## config.mk

```make
export PLATFORM = sky130hd
export DESIGN_NAME = wiper_stepper
export DESIGN_NICKNAME = d
export VERILOG_FILES = /design/src/rtl/wiper_pkg.sv /design/src/rtl/pulse_qualifier.sv /design/src/rtl/wiper_stepper.sv
export SDC_FILE = /design/constraint.sdc
export NUM_CORES = 1
export LEC_CHECK = 0
export BUFFER_PORTS_ARGS = -buffer_cell sky130_fd_sc_hd__buf_2
export CORE_MARGIN = 1.5
export CORE_UTILIZATION = 46
export DETAILED_ROUTE_END_ITERATION = 6
export GPL_ROUTABILITY_DRIVEN = 0
export PLACE_DENSITY = 0.71
export SETUP_SLACK_MARGIN = 0.1
export SLEW_MARGIN = 10
export SYNTH_ARGS = -nofsm -noshare
export SYNTH_HDL_FRONTEND = slang
export SYNTH_SLANG_ARGS = --single-unit
```

## constraint.sdc

```tcl
create_clock -name clk_sys -period 5.4 [get_ports clk_sys]
set_clock_uncertainty 0.05 [all_clocks]
set_input_delay 0.27 -clock clk_sys [delete_from_list [all_inputs] [get_ports clk_sys]]
set_output_delay 0.27 -clock clk_sys [all_outputs]
set_load 0.02 [all_outputs]
```

## src/rtl/wiper_pkg.sv

```systemverilog
// constants shared by the wiper stepper and its input qualifier
package wiper_pkg;

  // ----------------------------------------------------------------
  // clock and timebase
  // ----------------------------------------------------------------
  localparam int unsigned CLK_HZ      = 25_000_000;
  localparam int unsigned TICK_US     = 1000;
  localparam int unsigned TICK_CYCLES = CLK_HZ / 1_000_000 * TICK_US;

  // ----------------------------------------------------------------
  // wiper position
  // ----------------------------------------------------------------
  localparam int unsigned POS_W     = 6;
  localparam logic [5:0]  POS_MIN   = 6'h00;
  localparam logic [5:0]  POS_MAX   = 6'h3f;
  localparam int unsigned STORE_BIT = 3;

  // ----------------------------------------------------------------
  // times in ms, and their counts in timebase ticks
  // ----------------------------------------------------------------
  localparam int unsigned MS_W            = 12;
  localparam int unsigned PULSE_MIN_MS    = 1;
  localparam int unsigned GAP_MIN_MS      = 1;
  localparam int unsigned HOLD_MS         = 1000;
  localparam int unsigned REPEAT_MS       = 100;
  localparam int unsigned REVERSE_IDLE_MS = 1000;
  localparam int unsigned STORE_DELAY_MS  = 2000;

  // one extra tick covers the unknown phase of the first tick
  localparam logic [11:0] PULSE_TICKS   =
    MS_W'(PULSE_MIN_MS * 1000 / TICK_US + 1);
  localparam logic [11:0] GAP_TICKS     =
    MS_W'(GAP_MIN_MS * 1000 / TICK_US + 1);
  localparam logic [11:0] HOLD_TICKS    = MS_W'(HOLD_MS * 1000 / TICK_US);
  localparam logic [11:0] REPEAT_TICKS  = MS_W'(REPEAT_MS * 1000 / TICK_US);
  localparam logic [11:0] REVERSE_TICKS =
    MS_W'(REVERSE_IDLE_MS * 1000 / TICK_US + 1);
  localparam logic [11:0] STORE_TICKS   =
    MS_W'(STORE_DELAY_MS * 1000 / TICK_US);

  // ----------------------------------------------------------------
  // input channels and power-up sequence
  // ----------------------------------------------------------------
  localparam int unsigned N_CH        = 3;
  localparam int unsigned CH_UP       = 0;
  localparam int unsigned CH_DOWN     = 1;
  localparam int unsigned CH_STEP     = 2;
  localparam logic [1:0]  BOOT_CYCLES = 2'h3;

endpackage

```

## src/rtl/pulse_qualifier.sv

```systemverilog
// one active-low control input: sync, pulse qualify, auto-repeat
`timescale 1ns/1ps

module pulse_qualifier (
  // clock and reset
  input  wire logic clk_sys,
  input  wire logic sys_rst,
  // raw pin and millisecond tick
  input  wire logic pin_n,
  input  wire logic ms_tick,
  // qualified result
  output logic      step,
  output logic      busy
);
  import wiper_pkg::*;

  typedef enum logic [1:0] {IDLE, LOW, GAP} qual_state_t;

  logic              meta;
  logic              sync;
  qual_state_t       state;
  qual_state_t       next_state;
  logic [MS_W-1:0]   low_cnt;
  logic [MS_W-1:0]   next_low_cnt;
  logic [MS_W-1:0]   gap_cnt;
  logic [MS_W-1:0]   next_gap_cnt;
  logic [MS_W-1:0]   rep_cnt;
  logic [MS_W-1:0]   next_rep_cnt;
  logic              next_step;
  logic              active;

  // ----------------------------------------------------------------
  // pin synchroniser
  // ----------------------------------------------------------------
  always_ff @(posedge clk_sys) begin
    if (sys_rst) begin
      meta <= 1'b1;
      sync <= 1'b1;
    end else begin
      meta <= pin_n;
      sync <= meta;
    end
  end

  assign active = ~sync; // RULE2

  // ----------------------------------------------------------------
  // pulse width and gap measurement
  // ----------------------------------------------------------------
  always_comb begin
    next_state   = state;
    next_low_cnt = low_cnt;
    next_gap_cnt = gap_cnt;
    next_rep_cnt = rep_cnt;
    next_step    = 1'b0;
    case (state)
      IDLE: begin
        if (active) begin // RULE2
          next_state   = LOW;
          next_low_cnt = '0;
          next_rep_cnt = '0;
        end
      end
      LOW: begin
        if (!active) begin
          next_state   = GAP;
          next_gap_cnt = '0;
        end else if (ms_tick) begin
          if (low_cnt != HOLD_TICKS) begin
            next_low_cnt = low_cnt + 1'b1; // RULE22
          end
          if (low_cnt + 1'b1 == PULSE_TICKS) begin
            next_step = 1'b1; // RULE3 RULE4
          end
          if (low_cnt == HOLD_TICKS) begin
            if (rep_cnt + 1'b1 == REPEAT_TICKS) begin
              next_rep_cnt = '0;
              next_step    = 1'b1; // RULE6
            end else begin
              next_rep_cnt = rep_cnt + 1'b1;
            end
          end
        end
      end
      GAP: begin
        // a short high spell merges into the same pulse; bounce too
        if (active) begin
          next_state = LOW; // RULE5 RULE16
        end else if (ms_tick) begin
          if (gap_cnt + 1'b1 == GAP_TICKS) begin
            next_state = IDLE; // RULE5
          end
          next_gap_cnt = gap_cnt + 1'b1;
        end
      end
      default: begin
        next_state = IDLE;
      end
    endcase
  end

  always_ff @(posedge clk_sys) begin
    if (sys_rst) begin
      state   <= IDLE;
      low_cnt <= '0;
      gap_cnt <= '0;
      rep_cnt <= '0;
      step    <= 1'b0;
      busy    <= 1'b0;
    end else begin
      state   <= next_state;
      low_cnt <= next_low_cnt;
      gap_cnt <= next_gap_cnt;
      rep_cnt <= next_rep_cnt;
      step    <= next_step;
      busy    <= (next_state != IDLE);
    end
  end

endmodule

```

## src/rtl/wiper_stepper.sv

```systemverilog
// pushbutton and processor controlled 64-tap wiper stepper
//
// Operation
// RULE1 - wiper is a 6-bit position holding one of 64 taps
// RULE2 - all control inputs are active low; a falling edge starts a pulse
// RULE3 - each qualifying single pulse moves the wiper by exactly one tap
// RULE4 - driver holds an input low over 1 ms, at most 1 s, per step
// RULE5 - pulses need 1 ms high between them, else they merge into one
// RULE6 - after a 1 s hold the wiper moves once every 100 ms
// RULE7 - single mode: up contact moves both ways, down contact is ignored
// RULE8 - single mode needs the down contact tied to supply at power-up
// RULE9 - floating down contact at power-up gives dual mode, kept until reset
// RULE10 - single mode starts moving opposite to the previous activity
// RULE11 - single mode reverses after over 1 s idle or at either end
// RULE12 - processor step input behaves like single pushbutton operation
// RULE13 - processor step input works in either pushbutton mode
// RULE14 - dual mode: up contact goes up, down contact goes down, no wait
// RULE15 - dual mode: wiper stays at an end until opposite input arrives
// RULE16 - contact inputs are debounced so bounce adds no steps
// RULE17 - outside logic drives down contact open drain, off at power-up
// RULE18 - at power-up the wiper loads the last stored position
// RULE19 - a changed position is written to storage after 2 s delay
// RULE20 - after the first store, store only when bit 3 changes
// RULE21 - stepping saturates at 0 and 63, never wrapping
// RULE22 - timing is measured from a free-running millisecond timebase
`timescale 1ns/1ps

module wiper_stepper #(
  parameter int unsigned TICK_CYCLES = wiper_pkg::TICK_CYCLES
) (
  // clock and reset
  input  wire logic                        clk_sys,
  input  wire logic                        sys_rst,
  // control pins, active low
  input  wire logic                        up_contact_in,
  input  wire logic                        down_contact_in,
  input  wire logic                        cpu_step_in,
  // power-up strap: high when the down contact is tied to supply
  input  wire logic                        down_tie_in,
  // nonvolatile store
  input  wire logic [wiper_pkg::POS_W-1:0] nv_word,
  output logic                             nv_write,
  output logic      [wiper_pkg::POS_W-1:0] nv_data,
  // wiper and mode
  output logic      [wiper_pkg::POS_W-1:0] wiper_pos,
  output logic                             single_mode
);
  import wiper_pkg::*;

  localparam int unsigned TICK_W = $clog2(TICK_CYCLES);

  // ----------------------------------------------------------------
  // declarations
  // ----------------------------------------------------------------
  logic [N_CH-1:0]   pins_n;
  logic [N_CH-1:0]   ch_step;
  logic [N_CH-1:0]   ch_busy;

  logic [TICK_W-1:0] tick_cnt;
  logic [TICK_W-1:0] next_tick_cnt;
  logic              ms_tick;
  logic              next_ms_tick;

  logic              tie_meta;
  logic              tie_sync;
  logic [1:0]        boot_cnt;
  logic [1:0]        next_boot_cnt;
  logic              ready;
  logic              next_ready;
  logic              next_single_mode;

  logic [POS_W-1:0]  next_wiper_pos;
  logic              dir_up;
  logic              next_dir_up;
  logic              ended;
  logic              next_ended;
  logic [MS_W-1:0]   idle_cnt;
  logic [MS_W-1:0]   next_idle_cnt;
  logic              idle_done;
  logic              next_idle_done;

  logic              pending;
  logic              next_pending;
  logic              first_done;
  logic              next_first_done;
  logic [MS_W-1:0]   store_cnt;
  logic [MS_W-1:0]   next_store_cnt;
  logic              next_nv_write;
  logic [POS_W-1:0]  next_nv_data;

  logic              move;
  logic              move_up;
  logic              single_src;
  logic              single_busy;
  logic              at_top;
  logic              at_bottom;

  // ----------------------------------------------------------------
  // free-running millisecond timebase
  // ----------------------------------------------------------------
  always_comb begin
    next_tick_cnt = tick_cnt + 1'b1;
    next_ms_tick  = 1'b0;
    if (tick_cnt == TICK_W'(TICK_CYCLES - 1)) begin
      next_tick_cnt = '0;
      next_ms_tick  = 1'b1; // RULE22
    end
  end

  always_ff @(posedge clk_sys) begin
    if (sys_rst) begin
      tick_cnt <= '0;
      ms_tick  <= 1'b0;
    end else begin
      tick_cnt <= next_tick_cnt;
      ms_tick  <= next_ms_tick;
    end
  end

  // ----------------------------------------------------------------
  // input channels
  // ----------------------------------------------------------------
  assign pins_n[CH_UP]   = up_contact_in;
  assign pins_n[CH_DOWN] = down_contact_in;
  assign pins_n[CH_STEP] = cpu_step_in;

  // bounce shorter than the gap window folds into one pulse
  for (genvar g = 0; g < N_CH; g++) begin : g_ch
    pulse_qualifier u_qual (
      .clk_sys (clk_sys),
      .sys_rst (sys_rst),
      .pin_n   (pins_n[g]),
      .ms_tick (ms_tick),
      .step    (ch_step[g]),
      .busy    (ch_busy[g])
    ); // RULE16
  end

  // ----------------------------------------------------------------
  // power-up strap synchroniser
  // ----------------------------------------------------------------
  always_ff @(posedge clk_sys) begin
    if (sys_rst) begin
      tie_meta <= 1'b0;
      tie_sync <= 1'b0;
    end else begin
      tie_meta <= down_tie_in;
      tie_sync <= tie_meta;
    end
  end

  // ----------------------------------------------------------------
  // step selection
  // ----------------------------------------------------------------
  assign at_top      = (wiper_pos == POS_MAX);
  assign at_bottom   = (wiper_pos == POS_MIN);
  assign single_busy = (single_mode & ch_busy[CH_UP]) | ch_busy[CH_STEP];

  // one move per cycle; simultaneous steps from two sources keep only
  // the first, which needs pulses starting within the same 1 ms timebase tick
  always_comb begin
    move       = 1'b0;
    move_up    = 1'b0;
    single_src = 1'b0;
    if (ready) begin
      if (ch_step[CH_UP] && !single_mode) begin
        move    = 1'b1;
        move_up = 1'b1; // RULE14
      end else if (ch_step[CH_DOWN] && !single_mode) begin
        move    = 1'b1;
        move_up = 1'b0; // RULE14
      end else if ((ch_step[CH_UP] && single_mode) || ch_step[CH_STEP]) begin
        move       = 1'b1; // RULE7 RULE12 RULE13
        single_src = 1'b1;
        // already parked at the end it heads for: turn first
        if (dir_up && at_top) begin
          move_up = 1'b0; // RULE11
        end else if (!dir_up && at_bottom) begin
          move_up = 1'b1; // RULE11
        end else begin
          move_up = dir_up; // RULE10
        end
      end
    end
  end

  // ----------------------------------------------------------------
  // wiper, mode and direction
  // ----------------------------------------------------------------
  always_comb begin
    next_boot_cnt    = boot_cnt;
    next_ready       = ready;
    next_single_mode = single_mode;
    next_wiper_pos   = wiper_pos;
    next_dir_up      = dir_up;
    next_ended       = ended;
    next_idle_cnt    = idle_cnt;
    next_idle_done   = idle_done;
    if (!ready) begin
      next_boot_cnt = boot_cnt + 1'b1;
      if (boot_cnt == BOOT_CYCLES - 2'h1) begin
        next_ready       = 1'b1;
        next_single_mode = tie_sync; // RULE8 RULE9 RULE17
        next_wiper_pos   = nv_word; // RULE18
        next_dir_up      = (nv_word != POS_MAX);
      end
    end else begin
      if (move) begin
        if (move_up && !at_top) begin // RULE15
          next_wiper_pos = wiper_pos + 1'b1; // RULE3 RULE21
        end else if (!move_up && !at_bottom) begin // RULE15
          next_wiper_pos = wiper_pos - 1'b1; // RULE3 RULE21
        end
      end
      if (single_src) begin
        next_dir_up = move_up;
        next_ended  = 1'b0;
        // reaching an end turns round; idle must not turn it back
        if ((move_up && next_wiper_pos == POS_MAX) ||
            (!move_up && next_wiper_pos == POS_MIN)) begin
          next_dir_up = ~move_up; // RULE11
          next_ended  = 1'b1;
        end
      end
      if (single_busy) begin
        next_idle_cnt  = '0;
        next_idle_done = 1'b0;
      end else if (ms_tick && !idle_done) begin
        next_idle_cnt = idle_cnt + 1'b1;
        if (idle_cnt + 1'b1 == REVERSE_TICKS) begin
          next_idle_done = 1'b1;
          if (!ended) begin
            next_dir_up = ~dir_up; // RULE10 RULE11
          end
        end
      end
    end
  end

  always_ff @(posedge clk_sys) begin
    if (sys_rst) begin
      boot_cnt    <= '0;
      ready       <= 1'b0;
      single_mode <= 1'b0;
      wiper_pos   <= POS_MIN; // RULE1
      dir_up      <= 1'b1;
      ended       <= 1'b0;
      idle_cnt    <= '0;
      idle_done   <= 1'b1;
    end else begin
      boot_cnt    <= next_boot_cnt;
      ready       <= next_ready;
      single_mode <= next_single_mode; // RULE9
      wiper_pos   <= next_wiper_pos;
      dir_up      <= next_dir_up;
      ended       <= next_ended;
      idle_cnt    <= next_idle_cnt;
      idle_done   <= next_idle_done;
    end
  end

  // ----------------------------------------------------------------
  // nonvolatile store policy
  // ----------------------------------------------------------------
  // after the first store, coarse changes only, to spare the limited write endurance
  always_comb begin
    next_pending    = pending;
    next_first_done = first_done;
    next_store_cnt  = store_cnt;
    next_nv_write   = 1'b0;
    next_nv_data    = nv_data;
    if (!ready) begin
      if (boot_cnt == BOOT_CYCLES - 2'h1) begin
        next_nv_data = nv_word;
      end
    end else if (next_wiper_pos != wiper_pos) begin
      if (!first_done ||
          next_wiper_pos[STORE_BIT] != nv_data[STORE_BIT]) begin
        next_pending   = 1'b1; // RULE20
        next_store_cnt = '0; // RULE19
      end
    end else if (pending && ms_tick) begin
      next_store_cnt = store_cnt + 1'b1;
      if (store_cnt + 1'b1 == STORE_TICKS) begin
        next_pending    = 1'b0;
        next_first_done = 1'b1;
        next_nv_write   = 1'b1; // RULE19
        next_nv_data    = wiper_pos;
      end
    end
  end

  always_ff @(posedge clk_sys) begin
    if (sys_rst) begin
      pending    <= 1'b0;
      first_done <= 1'b0;
      store_cnt  <= '0;
      nv_write   <= 1'b0;
      nv_data    <= POS_MIN;
    end else begin
      pending    <= next_pending;
      first_done <= next_first_done;
      store_cnt  <= next_store_cnt;
      nv_write   <= next_nv_write;
      nv_data    <= next_nv_data;
    end
  end

endmodule

```

# Word level (Yosys, flattened, before mapping)
# Index checks and enable logic that the tools add are counted.
dict set report classes {
  n_eq_ne 60
  n_addsub 15
  n_bitwise 11
  n_mux 118
  n_reduce_logical 62
}
# cell count
set ops {}
lappend ops {{$mux 12} 38}
lappend ops {{$pmux 12 s2} 9}
lappend ops {{$add 12x1->12 const B} 11}
lappend ops {{$eq 12x2->1 const B} 6}
lappend ops {{$mux 6} 11}
lappend ops {{$eq 12x10->1 const B} 4}
lappend ops {{$mux 1} 42}
lappend ops {{$eq 12x7->1 const B} 3}
lappend ops {{$ne 12x10->1 const B} 3}
lappend ops {{$mux 2} 15}
lappend ops {{$ne 2x1->1 const B} 15}
lappend ops {{$reduce_and 5->1} 6}
lappend ops {{$reduce_and 4->1} 7}
lappend ops {{$ne 2x2->1 const B} 13}
lappend ops {{$reduce_bool 2->1} 13}
lappend ops {{$pmux 2 s3} 3}
lappend ops {{$reduce_or 4->1} 4}
lappend ops {{$add 15x1->15 const B} 1}
lappend ops {{$eq 15x15->1 const B} 1}
lappend ops {{$eq 12x11->1 const B} 1}
lappend ops {{$eq 6x6->1 const B} 2}
lappend ops {{$logic_not 6->1} 2}
lappend ops {{$logic_and 1x1->1} 11}
lappend ops {{$not 1->1} 9}
lappend ops {{other kinds (17)} 36}
dict set report word_totals {
  out_inout_bits 14
  elab_cells 306
  ff_bits 189
  inputBits 12
}

# Longest topological paths before layout
# Gate-level depths: netlist (run 1).
dict set report depth {
  depth_word 24
  depth_mapped 12
  ltp_nobuf 11
}

# Cells and area by module
# From an unflattened synthesis (run 1), not the netlist that was laid out.
dict set report unflattened {
  hier_cells 1498
  area_unflattened_um2 12035.3
}
# mod cells_per_inst area_per_inst_um2 seq_area_each_um2 n_inst
set by_module_without_submodules {}
lappend by_module_without_submodules {{pulse_qualifier (g_ch[0].u_qual ...)} 337 2725.1 840.8 2}
lappend by_module_without_submodules {wiper_stepper 486 3856.2 1281.2 1}
lappend by_module_without_submodules {{pulse_qualifier (g_ch[1].u_qual)} 338 2728.9 840.8 1}

# Worst setup path before layout (run 1)
# No wires, ideal clock.
dict set report synth_path {
  path_kind {reg2reg}
  startpoint {reg wiper_pos[0] (netlist bit)}
  endpoint {reg store_cnt[7]}
  t_required_ps 5234
  path_slack_ps 2615
  stages_incl_launch_ff 11
  setup_ps 116
  arrival_time_ps 2619
  path_buffers 1
  synth_period_minus_slack_ps 2785
  path_cell_list {dfxtp_1 -> inv_1 -> ha_1 -> a311oi_1 -> nor4_2 -> o32a_1 -> xor2_1 -> a21o_1 -> and2_1 -> buf_6 -> a31o_2}
}
dict set report synth_between {
  elab_chain_len 19
  word_cells_on_any_way 30
  classes_between {add/sub: 2; eq/ne: 4; mux: 13; reduce/logical: 11}
}
# item line_no
set synth_lines {}
lappend synth_lines {{start: declaration} wiper_stepper.sv:45} ;# output logic [wiper_pkg::POS_W-1:0] wiper_pos,
lappend synth_lines {{start signal: assignment} wiper_stepper.sv:254} ;# wiper_pos <= next_wiper_pos;
lappend synth_lines {{parallel branches: the longest is 19 deep, another holds $logic_not 6->1} -}
lappend synth_lines {{end signal: assignment} wiper_stepper.sv:303} ;# store_cnt <= next_store_cnt;
lappend synth_lines {{end: declaration} wiper_stepper.sv:86} ;# logic [MS_W-1:0] store_cnt;
# Parallel ways; which one is timed is not known. The select of a mux whose other input is x is not followed.
# A chain may end at the register's enable or synchronous reset.

# Final worst setup path (run 1)
dict set report layout_path {
  startpoint {reg ready}
  endpoint {reg store_cnt[11]}
}
dict set report layout_between {
  elab_chain_len 12
  word_cells_on_any_way 17
  classes_between {eq/ne: 3; mux: 8; reduce/logical: 6}
}
# item line_no
set layout_lines {}
lappend layout_lines {{start: declaration} wiper_stepper.sv:68} ;# logic ready;
lappend layout_lines {{start signal: assignment} wiper_stepper.sv:252} ;# ready <= next_ready;
lappend layout_lines {{parallel branches: the longest is 12 deep, another holds $mux 6} -}
# Parallel ways; which one is timed is not known. The select of a mux whose other input is x is not followed.

==> results of run 1 <==
-- state kept, by name, summed over array words and instances (netlist names), 2 cells and up --
signal               flops
g_ch.u_qual.low_cnt     36
g_ch.u_qual.rep_cnt     36
g_ch.u_qual.meta         3
tick_cnt                15
g_ch.u_qual.sync         3
g_ch.u_qual.step         3
g_ch.u_qual.state        6
store_cnt               12
nv_data                  6
g_ch.u_qual.busy         2
idle_cnt                12
wiper_pos                6
boot_cnt                 2
g_ch.u_qual.gap_cnt     36
-- synth_stat cells, drive strengths merged (6+ instances only) --
| cell type | count | area share |
|---|---|---|
| nor2 | 208 | 0.076 |
| dfxtp | 189 | 0.36 |
| a21oi | 121 | 0.058 |
| nand2 | 112 | 0.041 |
| o21ai | 92 | 0.044 |
| clkbuf | 58 | 0.021 |
| nand3 | 57 | 0.027 |
| nor3 | 54 | 0.028 |
| and3 | 47 | 0.028 |
| inv | 32 | 0.011 |
| a31oi | 31 | 0.019 |
| nor4 | 31 | 0.019 |
| or3 | 30 | 0.018 |
| a211oi | 29 | 0.021 |
| ha | 26 | 0.031 |
| nand4 | 23 | 0.014 |
| xnor2 | 21 | 0.018 |
| or2 | 16 | 0.0095 |
| xor2 | 14 | 0.012 |
| mux2i | 13 | 0.012 |
| a22oi | 12 | 0.0086 |
| a31o | 12 | 0.010 |
| and2 | 12 | 0.0071 |
| nand2b | 12 | 0.0071 |
| nor3b | 12 | 0.0086 |
| a311oi | 11 | 0.0092 |
| buf | 11 | 0.0056 |
| or4 | 11 | 0.0079 |
| nor2b | 10 | 0.0060 |
| nand4b | 6 | 0.0050 |
-- power by group through the flow --
| stage | sequential (mW) | combinational, mW | clock (mW) |
|---|---|---|---|
| 2_1_floorplan | 1.57 | 0.371 | 0 |
| 3_3_place_gp | 1.55 | 0.509 | 0 |
| 3_5_place_dp | 1.55 | 0.513 | 0 |
| 4_1_cts | 1.52 | 0.517 | 1.23 |
| 5_1_grt | 1.53 | 0.576 | 1.29 |
| 6_report | 1.52 | 0.522 | 1.20 |
-- worst max-delay path: cells and delay by family, from the launching register on --
| family | cells | cell delay [ns] |
|---|---|---|
| buffers and inverters | 2 | 0.63 |
| AND/OR/NAND/NOR | 2 | 0.66 |
| flip-flops | 1 | 0.46 |
| XOR/XNOR | 1 | 0.16 |
| AO/OA/AOI/OAI | 4 | 1.07 |
-- logic make-up after synthesis --
group | share of synthesized area
buffers and inverters | 0.0381
multiplexers | 0.0124
adder cells (fa/ha/maj) | 0.0310
XOR/XNOR | 0.0292
AND/OR/NAND/NOR | 0.321
flip-flops | 0.360
AO/OA/AOI/OAI | 0.208
-- cell type report --
class / instances / area [µm²]
multi-input combinational: 1094 / 6320
fill: 2194 / 11200
inverter: 33 / 124
clock buffer: 17 / 425
sequential: 189 / 3780
clock inverter: 14 / 126
tap: 285 / 357
timing repair buffer: 32 / 188
-- routing by layer --
layer  track usage  up-vias  part of all wire
li1              -     5010                 -
met5             0        -                 0
met3        0.0330       18             0.035
met4        0.0596        0             0.013
met2         0.317      168              0.46
met1         0.269     4499              0.49
-- what timing repair did --
item / 4_1_cts / 5_1_grt
hold buffers: 3 / 0
buffers inserted: 0 / 0
endpoints found under the hold margin: 3 / 0
-- worst max-delay path by stage --
stage               slack (ns)    startpoint             to  cells after the start
global route              2.05  wiper_pos[0]          ended                     10
floorplan                 2.62  wiper_pos[0]   store_cnt[7]                     10
detailed placement        2.40  wiper_pos[0]   store_cnt[8]                     10
global placement          2.40  wiper_pos[0]   store_cnt[7]                     10
CTS                       2.36  wiper_pos[0]   store_cnt[5]                     10
finish                    2.31         ready  store_cnt[11]                      9
==> results.md, run 1 <==
* Clock-pin slew on the worst setup and hold paths at ~0.080 ns
* RSZ-0062 raised after global routing: no
* Power Internal at 2.25 mW
* Leakage at 3.89 nW
* Reg-to-Reg End: store_cnt[11]
* Initial core utilization at 0.467
* CTS tree: done
* Worst Setup Start Kind: register
* TritonCTS buffer count at 17
* I/O pin count at 26
* Required time of the critical path at roughly 5.7 ns
* ANT cells at 0
* Sw Ratio at 0.305
* H-tree levels at 4
* Post-synth ARST share at 0
* Post-synth EDFFs at 0
* Fraction of layout cells with a size suffix above 1 at 0.0783
* Routed length per instance at around 14 µm
* Post-Syn Area per Cell at 7.59 µm²
* Critical Path Slowest Stage Cell: dfxtp_1
* Die W at roughly 150 µm
* Sequential share of power at 0.470
* Worst hold path class: input port to register
* P_sw at approximately 990 µW
* DRC at 0
* CTS max path bufs at 2
* MaxCap Viol Count at 0
* Global-route wire length before repair at 39800 µm
* CTS resizes at 0
* Post-DP HPWL at ~15000 µm
* Main synth FF type: dfxtp_1
* Final setup vio count at 0
* Initial antenna violation count at 0
* Detailed Routing Iterations Pass 1 at 5
* Area grow syn2layout at 7.80%
* Routed via count at about 9700
* Placement Cell Area at ~11000 µm²
* Pwr Total at ~3.2 mW
* CP Capture Type: register
* Commonest cells after routing, fill and taps aside: 206 x nor2_1, 189 x dfxtp_1, 121 x a21oi_1, 109 x nand2_1, 90 x o21ai_0
* Max Freq at 0.323 GHz
* Root Driver: clkbuf_16
* Final Non-Filler Cells at approximately 1700
* Pre-CTS worst setup slack at about 2.4 ns
* Initial drt markers at roughly 680
* GRT overflow at 0
* Worst reg2reg setup slack at roughly 2.3 ns
* Core Area at ~23000 µm²
* Post-DRT Antenna Nets at 0
* Yosys cell types at 76
* #FFs+latches synth at about 190
* Clk pwr share at 0.369
* DP Cell Count at between 1500 and 2000
* Peak VDD IR at between 0.00015 and 0.0002 V
* Crit path DAT at around 3.4 ns
* Clock latency on the worst-skew pair at 0.43 ns
* Warnings, synthesis at 0
* Seq/Total Area, Yosys at 0.360
* DR vias/cell at roughly 6
* Hold Path End: tie_meta
* P per Cell Area at 286 nW/µm²
* Final hold vios at 0
* Largest net degree at the start of global routing at 83
* Final Max Slew Viols at 0
* Worst hold start: down_tie_in
* Setup TNS at 0 ns
* Crit Path Class: register to register
* Min Tclk post-route at approximately 3.1 ns
* Layout Cell Area excl Fill at between 10000 and 15000 µm²
* FF-to-FF Start: ready
* Status: finished, final reports clean
* Combinational cell fraction of total power at 0.161
* FF-to-FF path depth at 9
* Syn_nets at ~1400
* Slew HR at 0.384
* Crit share post-route at 0.573
* Final setup margin at 2.31 ns
* Site Rows at 55
* Core Util, Final at 0.503
* Synthesized cell area at between 10000 and 15000 µm²
* CP max stage delay at 0.46 ns
* Total GRT Usage at 0.197
* Largest fanout on the critical path at 23
* Commonest non-fill, non-tap cell in the layout: nor2_1
* Buffers on Ports at 25
* Smallest hold slack at around 0.034 ns
* Final wirelength at about 23000 µm
* Worst-path cell chain: buf_4, clkinv_1, a21oi_1, and4_1, o32a_1, xor2_1, a21o_1, and2_1, a31o_2
* Nets at around 1400
* Cell count of the worst hold path at 2
* Vias in the first global route at between 8000 and 9000
* Die height at about 150 µm
* Slew @ Worst Pin at 0.924 ns
* Die area at 23800 µm²
* Total clock sinks at between 150 and 200
* Mapped Cells at 1385
No activity file was read; power rests on OpenSTA's default activity.
==> run 2: changes to the inputs <==
--- a/config.mk
+++ b/config.mk
@@ -5,12 +5,13 @@
 export SDC_FILE = /design/constraint.sdc
 export NUM_CORES = 1
 export LEC_CHECK = 0
+export ABC_AREA = 1
 export BUFFER_PORTS_ARGS = -buffer_cell sky130_fd_sc_hd__buf_2
 export CORE_MARGIN = 1.5
 export CORE_UTILIZATION = 46
 export DETAILED_ROUTE_END_ITERATION = 6
 export GPL_ROUTABILITY_DRIVEN = 0
-export PLACE_DENSITY = 0.71
+export PLACE_DENSITY = 0.73
 export SETUP_SLACK_MARGIN = 0.1
 export SLEW_MARGIN = 10
 export SYNTH_ARGS = -nofsm -noshare
==> constraint.sdc (replaced) <==
create_clock -name clk_sys -period 2.7 [get_ports clk_sys]
set_clock_uncertainty 0.05 [all_clocks]
set_input_delay 0.135 -clock clk_sys [delete_from_list [all_inputs] [get_ports clk_sys]]
set_output_delay 0.135 -clock clk_sys [all_outputs]
set_load 0.02 [all_outputs]
==> results.md, run 2 <==
* Status: finished, violations left
* Failing checks: DRC, setup timing
* Clock-pin slew on the worst setup and hold paths at 0.07 ns (about the same)
* Worst Path Buf+Inv at 3 (+1)
* DR vias/cell at 5.15 (-12%)
* CP max stage delay at 0.37 ns (-0.09 ns)
* CTS tree: done
* Synthesized cell area at 10400 µm² (-1.4%)
* Die W at 153 µm (-0.68%)
* Total clock sinks at 189 (unchanged)
* Top-area cell type share of the netlist area at 0.365 (+0.00504)
* Yosys cell types at 46 (-39%)
* Peak VDD IR at 0.000371 V (+87%)
* Smallest hold slack at 0.0168 ns (-0.0176 ns)
* Area grow syn2layout at 18.7%
* Filler cells at 1968 (-10%)
* Synth cell count leaders: 360 x nand2_1, 191 x inv_1, 189 x dfxtp_1, 159 x nor2_1, 135 x a21oi_1
* Regs by FF count: g_ch.u_qual.gap_cnt: 36 flops, g_ch.u_qual.low_cnt: 36 flops, g_ch.u_qual.rep_cnt: 36 flops
* Max Freq at 0.346 GHz (+7.2%)
* Post-synth EDFFs at 0 (unchanged)
* Commonest cells after routing, fill and taps aside: 345 x nand2_1, 188 x inv_1, 185 x dfxtp_1, 151 x nor2_1, 130 x a21oi_1
* Fraction of layout cells with a size suffix above 1 at 0.144 (+0.0657)
* Main synth FF type: dfxtp_1
* GRT busiest layer: met2
* H-tree levels at 4 (unchanged)
* Initial drt markers at 560 (-18%)
* CTS max path bufs at 2 (unchanged)
* Met3 usage at 0.0374 (+0.00445)
* Leakage at 5.04 nW (+30%)
* Slew HR at 0.528 (+0.145)
* Worst-path cell chain: inv_4, ha_4, nand3_4, nand2_2, nand3_2, nand2_4, nand3_4, nand2_4, buf_4, nand3_1, nand2_2, nand3_1, nand3_1, nand2_1, nor2_4, nand2_4, nand2_4, nand3_4, buf_12, nand2_2, nand2_2, nor2_2
* GRT overflow at 0 (unchanged)
* ANT cells at 0 (unchanged)
* Crit path DAT at 3.20 ns (-0.22 ns)
* Clock latency on the worst-skew pair at 0.43 ns (about the same)
* Syn_nets at 1548 (+8.8%)
* Worst Setup Start Kind: register
* Worst hold path class: input port to register
* Die height at 153 µm (-0.68%)
* Largest net degree at the start of global routing at 67 (-19%)
* Commonest non-fill, non-tap cell in the layout: nand2_1
* MaxCap Viol Count at 0 (unchanged)
* Crit share post-route at 1.07 (+0.496)
* Yosys top cell by area: dfxtp_1
* Crit Path Class: register to register
* Warnings, synthesis at 0 (unchanged)
* P per Cell Area at 676 nW/µm² (+140%)
* Nets at 1622 (+15%)
* Final hold vios at 0 (unchanged)
* Synth top area cells: dfxtp_1 37%, nand2_1 13%, inv_1 6.9%, a21oi_1 6.5%, nor2_1 5.8%
* Post-Syn Area per Cell at 6.86 µm² (-9.5%)
* Required time of the critical path at 3.01 ns (-2.72 ns)
* CP Capture Type: register
* Initial antenna violation count at 0 (unchanged)
* Total GRT Usage at 0.206 (+0.00880)
* Root Driver: clkbuf_16
* Slew @ Worst Pin at 0.708 ns (-0.217 ns)
* #FFs+latches synth at 189 (unchanged)
* Vias in the first global route at 9327 (+8.9%)
* Buffers on Ports at 25 (unchanged)
* Placement Cell Area at 11000 µm² (+2.4%)
* I/O pin count at 26 (unchanged)
* Die area at 23400 µm² (-1.4%)
* Min Tclk post-route at 2.89 ns (-0.207 ns)
* Seq/Total Area, Yosys at 0.365 (+0.00504)
* Final Max Slew Viols at 0 (unchanged)
* Final wirelength at 24000 µm (+4.7%)
* Post-synth ARST share at 0 (unchanged)
* Count leader, synth: nand2_1
* TritonCTS buffer count at 17 (unchanged)
* Final setup margin at -0.186 ns (-2.49 ns)
* Site Rows at 54 (-1.8%)
* Core Area at 22000 µm² (-2.4%)
* Crit path max-delay family: simple AND/OR/NAND/NOR gates
* Post-DP HPWL at 16000 µm (+4.5%)
* DRC at 5 (+5)
* Largest fanout on the critical path at 7 (-70%)
* Met2 usage in global routing at 0.356 (+0.0387)
* Mapped Cells at 1510 (+9.0%)
* Global-route wire length before repair at 41000 µm (+3.1%)
* RSZ-0062 raised after global routing: yes
* Grt met1 use at 0.256 (-0.0129)
* Critical Path Slowest Stage Cell: dfxtp_4
* Initial core utilization at 0.472 (+0.00496)
* Detailed Routing Iterations Pass 1 at 7 (+2)
* Routed length per instance at 12.8 µm (-7.2%)
* Final setup vio count at 19 (+19)
* Post-DRT Antenna Nets at 0 (unchanged)
* Routed via count at 9671 (-0.25%)
* Layout Cell Area excl Fill at 12300 µm² (+8.6%)
-- run 2: changes by cell type after synthesis, sizes merged, moves of 43 or more --
cell | before | now
nand2 | 112 | 369
inv | 32 | 195
o21ai | 92 | 41
xor2 | 14 | 61
and3 | 47 | 1
nor2 | 208 | 165
-- run 2: kinds of logic after synthesis --
logic type / count (synthesis) / synth area share
adder cells (fa/ha/maj): 26 / 0.0314
XOR/XNOR: 90 / 0.0761
buffers and inverters: 237 / 0.0886
AND/OR/NAND/NOR: 744 / 0.317
AO/OA/AOI/OAI: 224 / 0.122
flip-flops: 189 / 0.365
-- run 2: cell type report --
| cell class | instances | area [µm²] | share of cell area |
|---|---|---|---|
| clock inverters | 14 | 214 | 0.0174 |
| inverters | 198 | 758 | 0.0616 |
| well taps | 280 | 350 | 0.0285 |
| flip-flops and latches | 189 | 3790 | 0.308 |
| clock buffers | 18 | 429 | 0.0349 |
| multi-input cells | 1084 | 6030 | 0.490 |
| repair buffers | 94 | 729 | 0.0593 |
-- run 2: power by group --
part	switching, mW	internal [mW]	leakage [nW]
Sequential	0.144	2.95	1.53
Clock	1.10	1.65	0.315
Combinational	1.45	1.02	3.19
-- run 2: timing repair --
action | 4_1_cts | 5_1_grt
endpoints found under the setup margin | 21 | 33
gates cloned | 2 | 1
pin swaps | 6 | 17
buffers inserted | 15 | 4
hold buffers | 4 | 0
resized for setup | 41 | 51
endpoints found under the hold margin | 4 | 0
-- run 2: layer usage --
metal	vias up	share of wire
met5	-	0
met4	0	0.020
met3	48	0.035
met2	182	0.48
met1	4420	0.46
li1	5021	-
-- run 2: tightest hold or removal path, stage by stage --
cell	delay (ns)
buf_2	0.11
nand3_1	0.09
a221oi_1	0.07
nand2_1	0.06
-- run 2: path summary, 6_finish.rpt --
kind                 from            to  slack [ns]  cells past startpoint
max reg2reg  wiper_pos[0]  store_cnt[3]       -0.19                     22
min reg2reg      tie_meta      tie_sync        0.35                      2
max          wiper_pos[0]  store_cnt[3]       -0.19                     22
min            nv_word[4]        dir_up        0.02                      4
-- run 2: metrics by stage --
stage | total power, mW | std cells | setup TNS (ns) | utilization | worst slack (ns)
after global routing | 8.71 | 1877 | -5.98 | 0.560 | -0.342
final | 8.32 | 1877 | -2.71 | 0.560 | -0.186
after floorplan | 4.43 | 1510 | 0 | - | 0.119
after detailed placement | 4.93 | 1819 | -0.490 | 0.501 | -0.0756
after CTS | 8.07 | 1872 | 0 | 0.546 | 0.0160
after global placement | 4.90 | 1819 | 0 | 0.501 | 0.0787
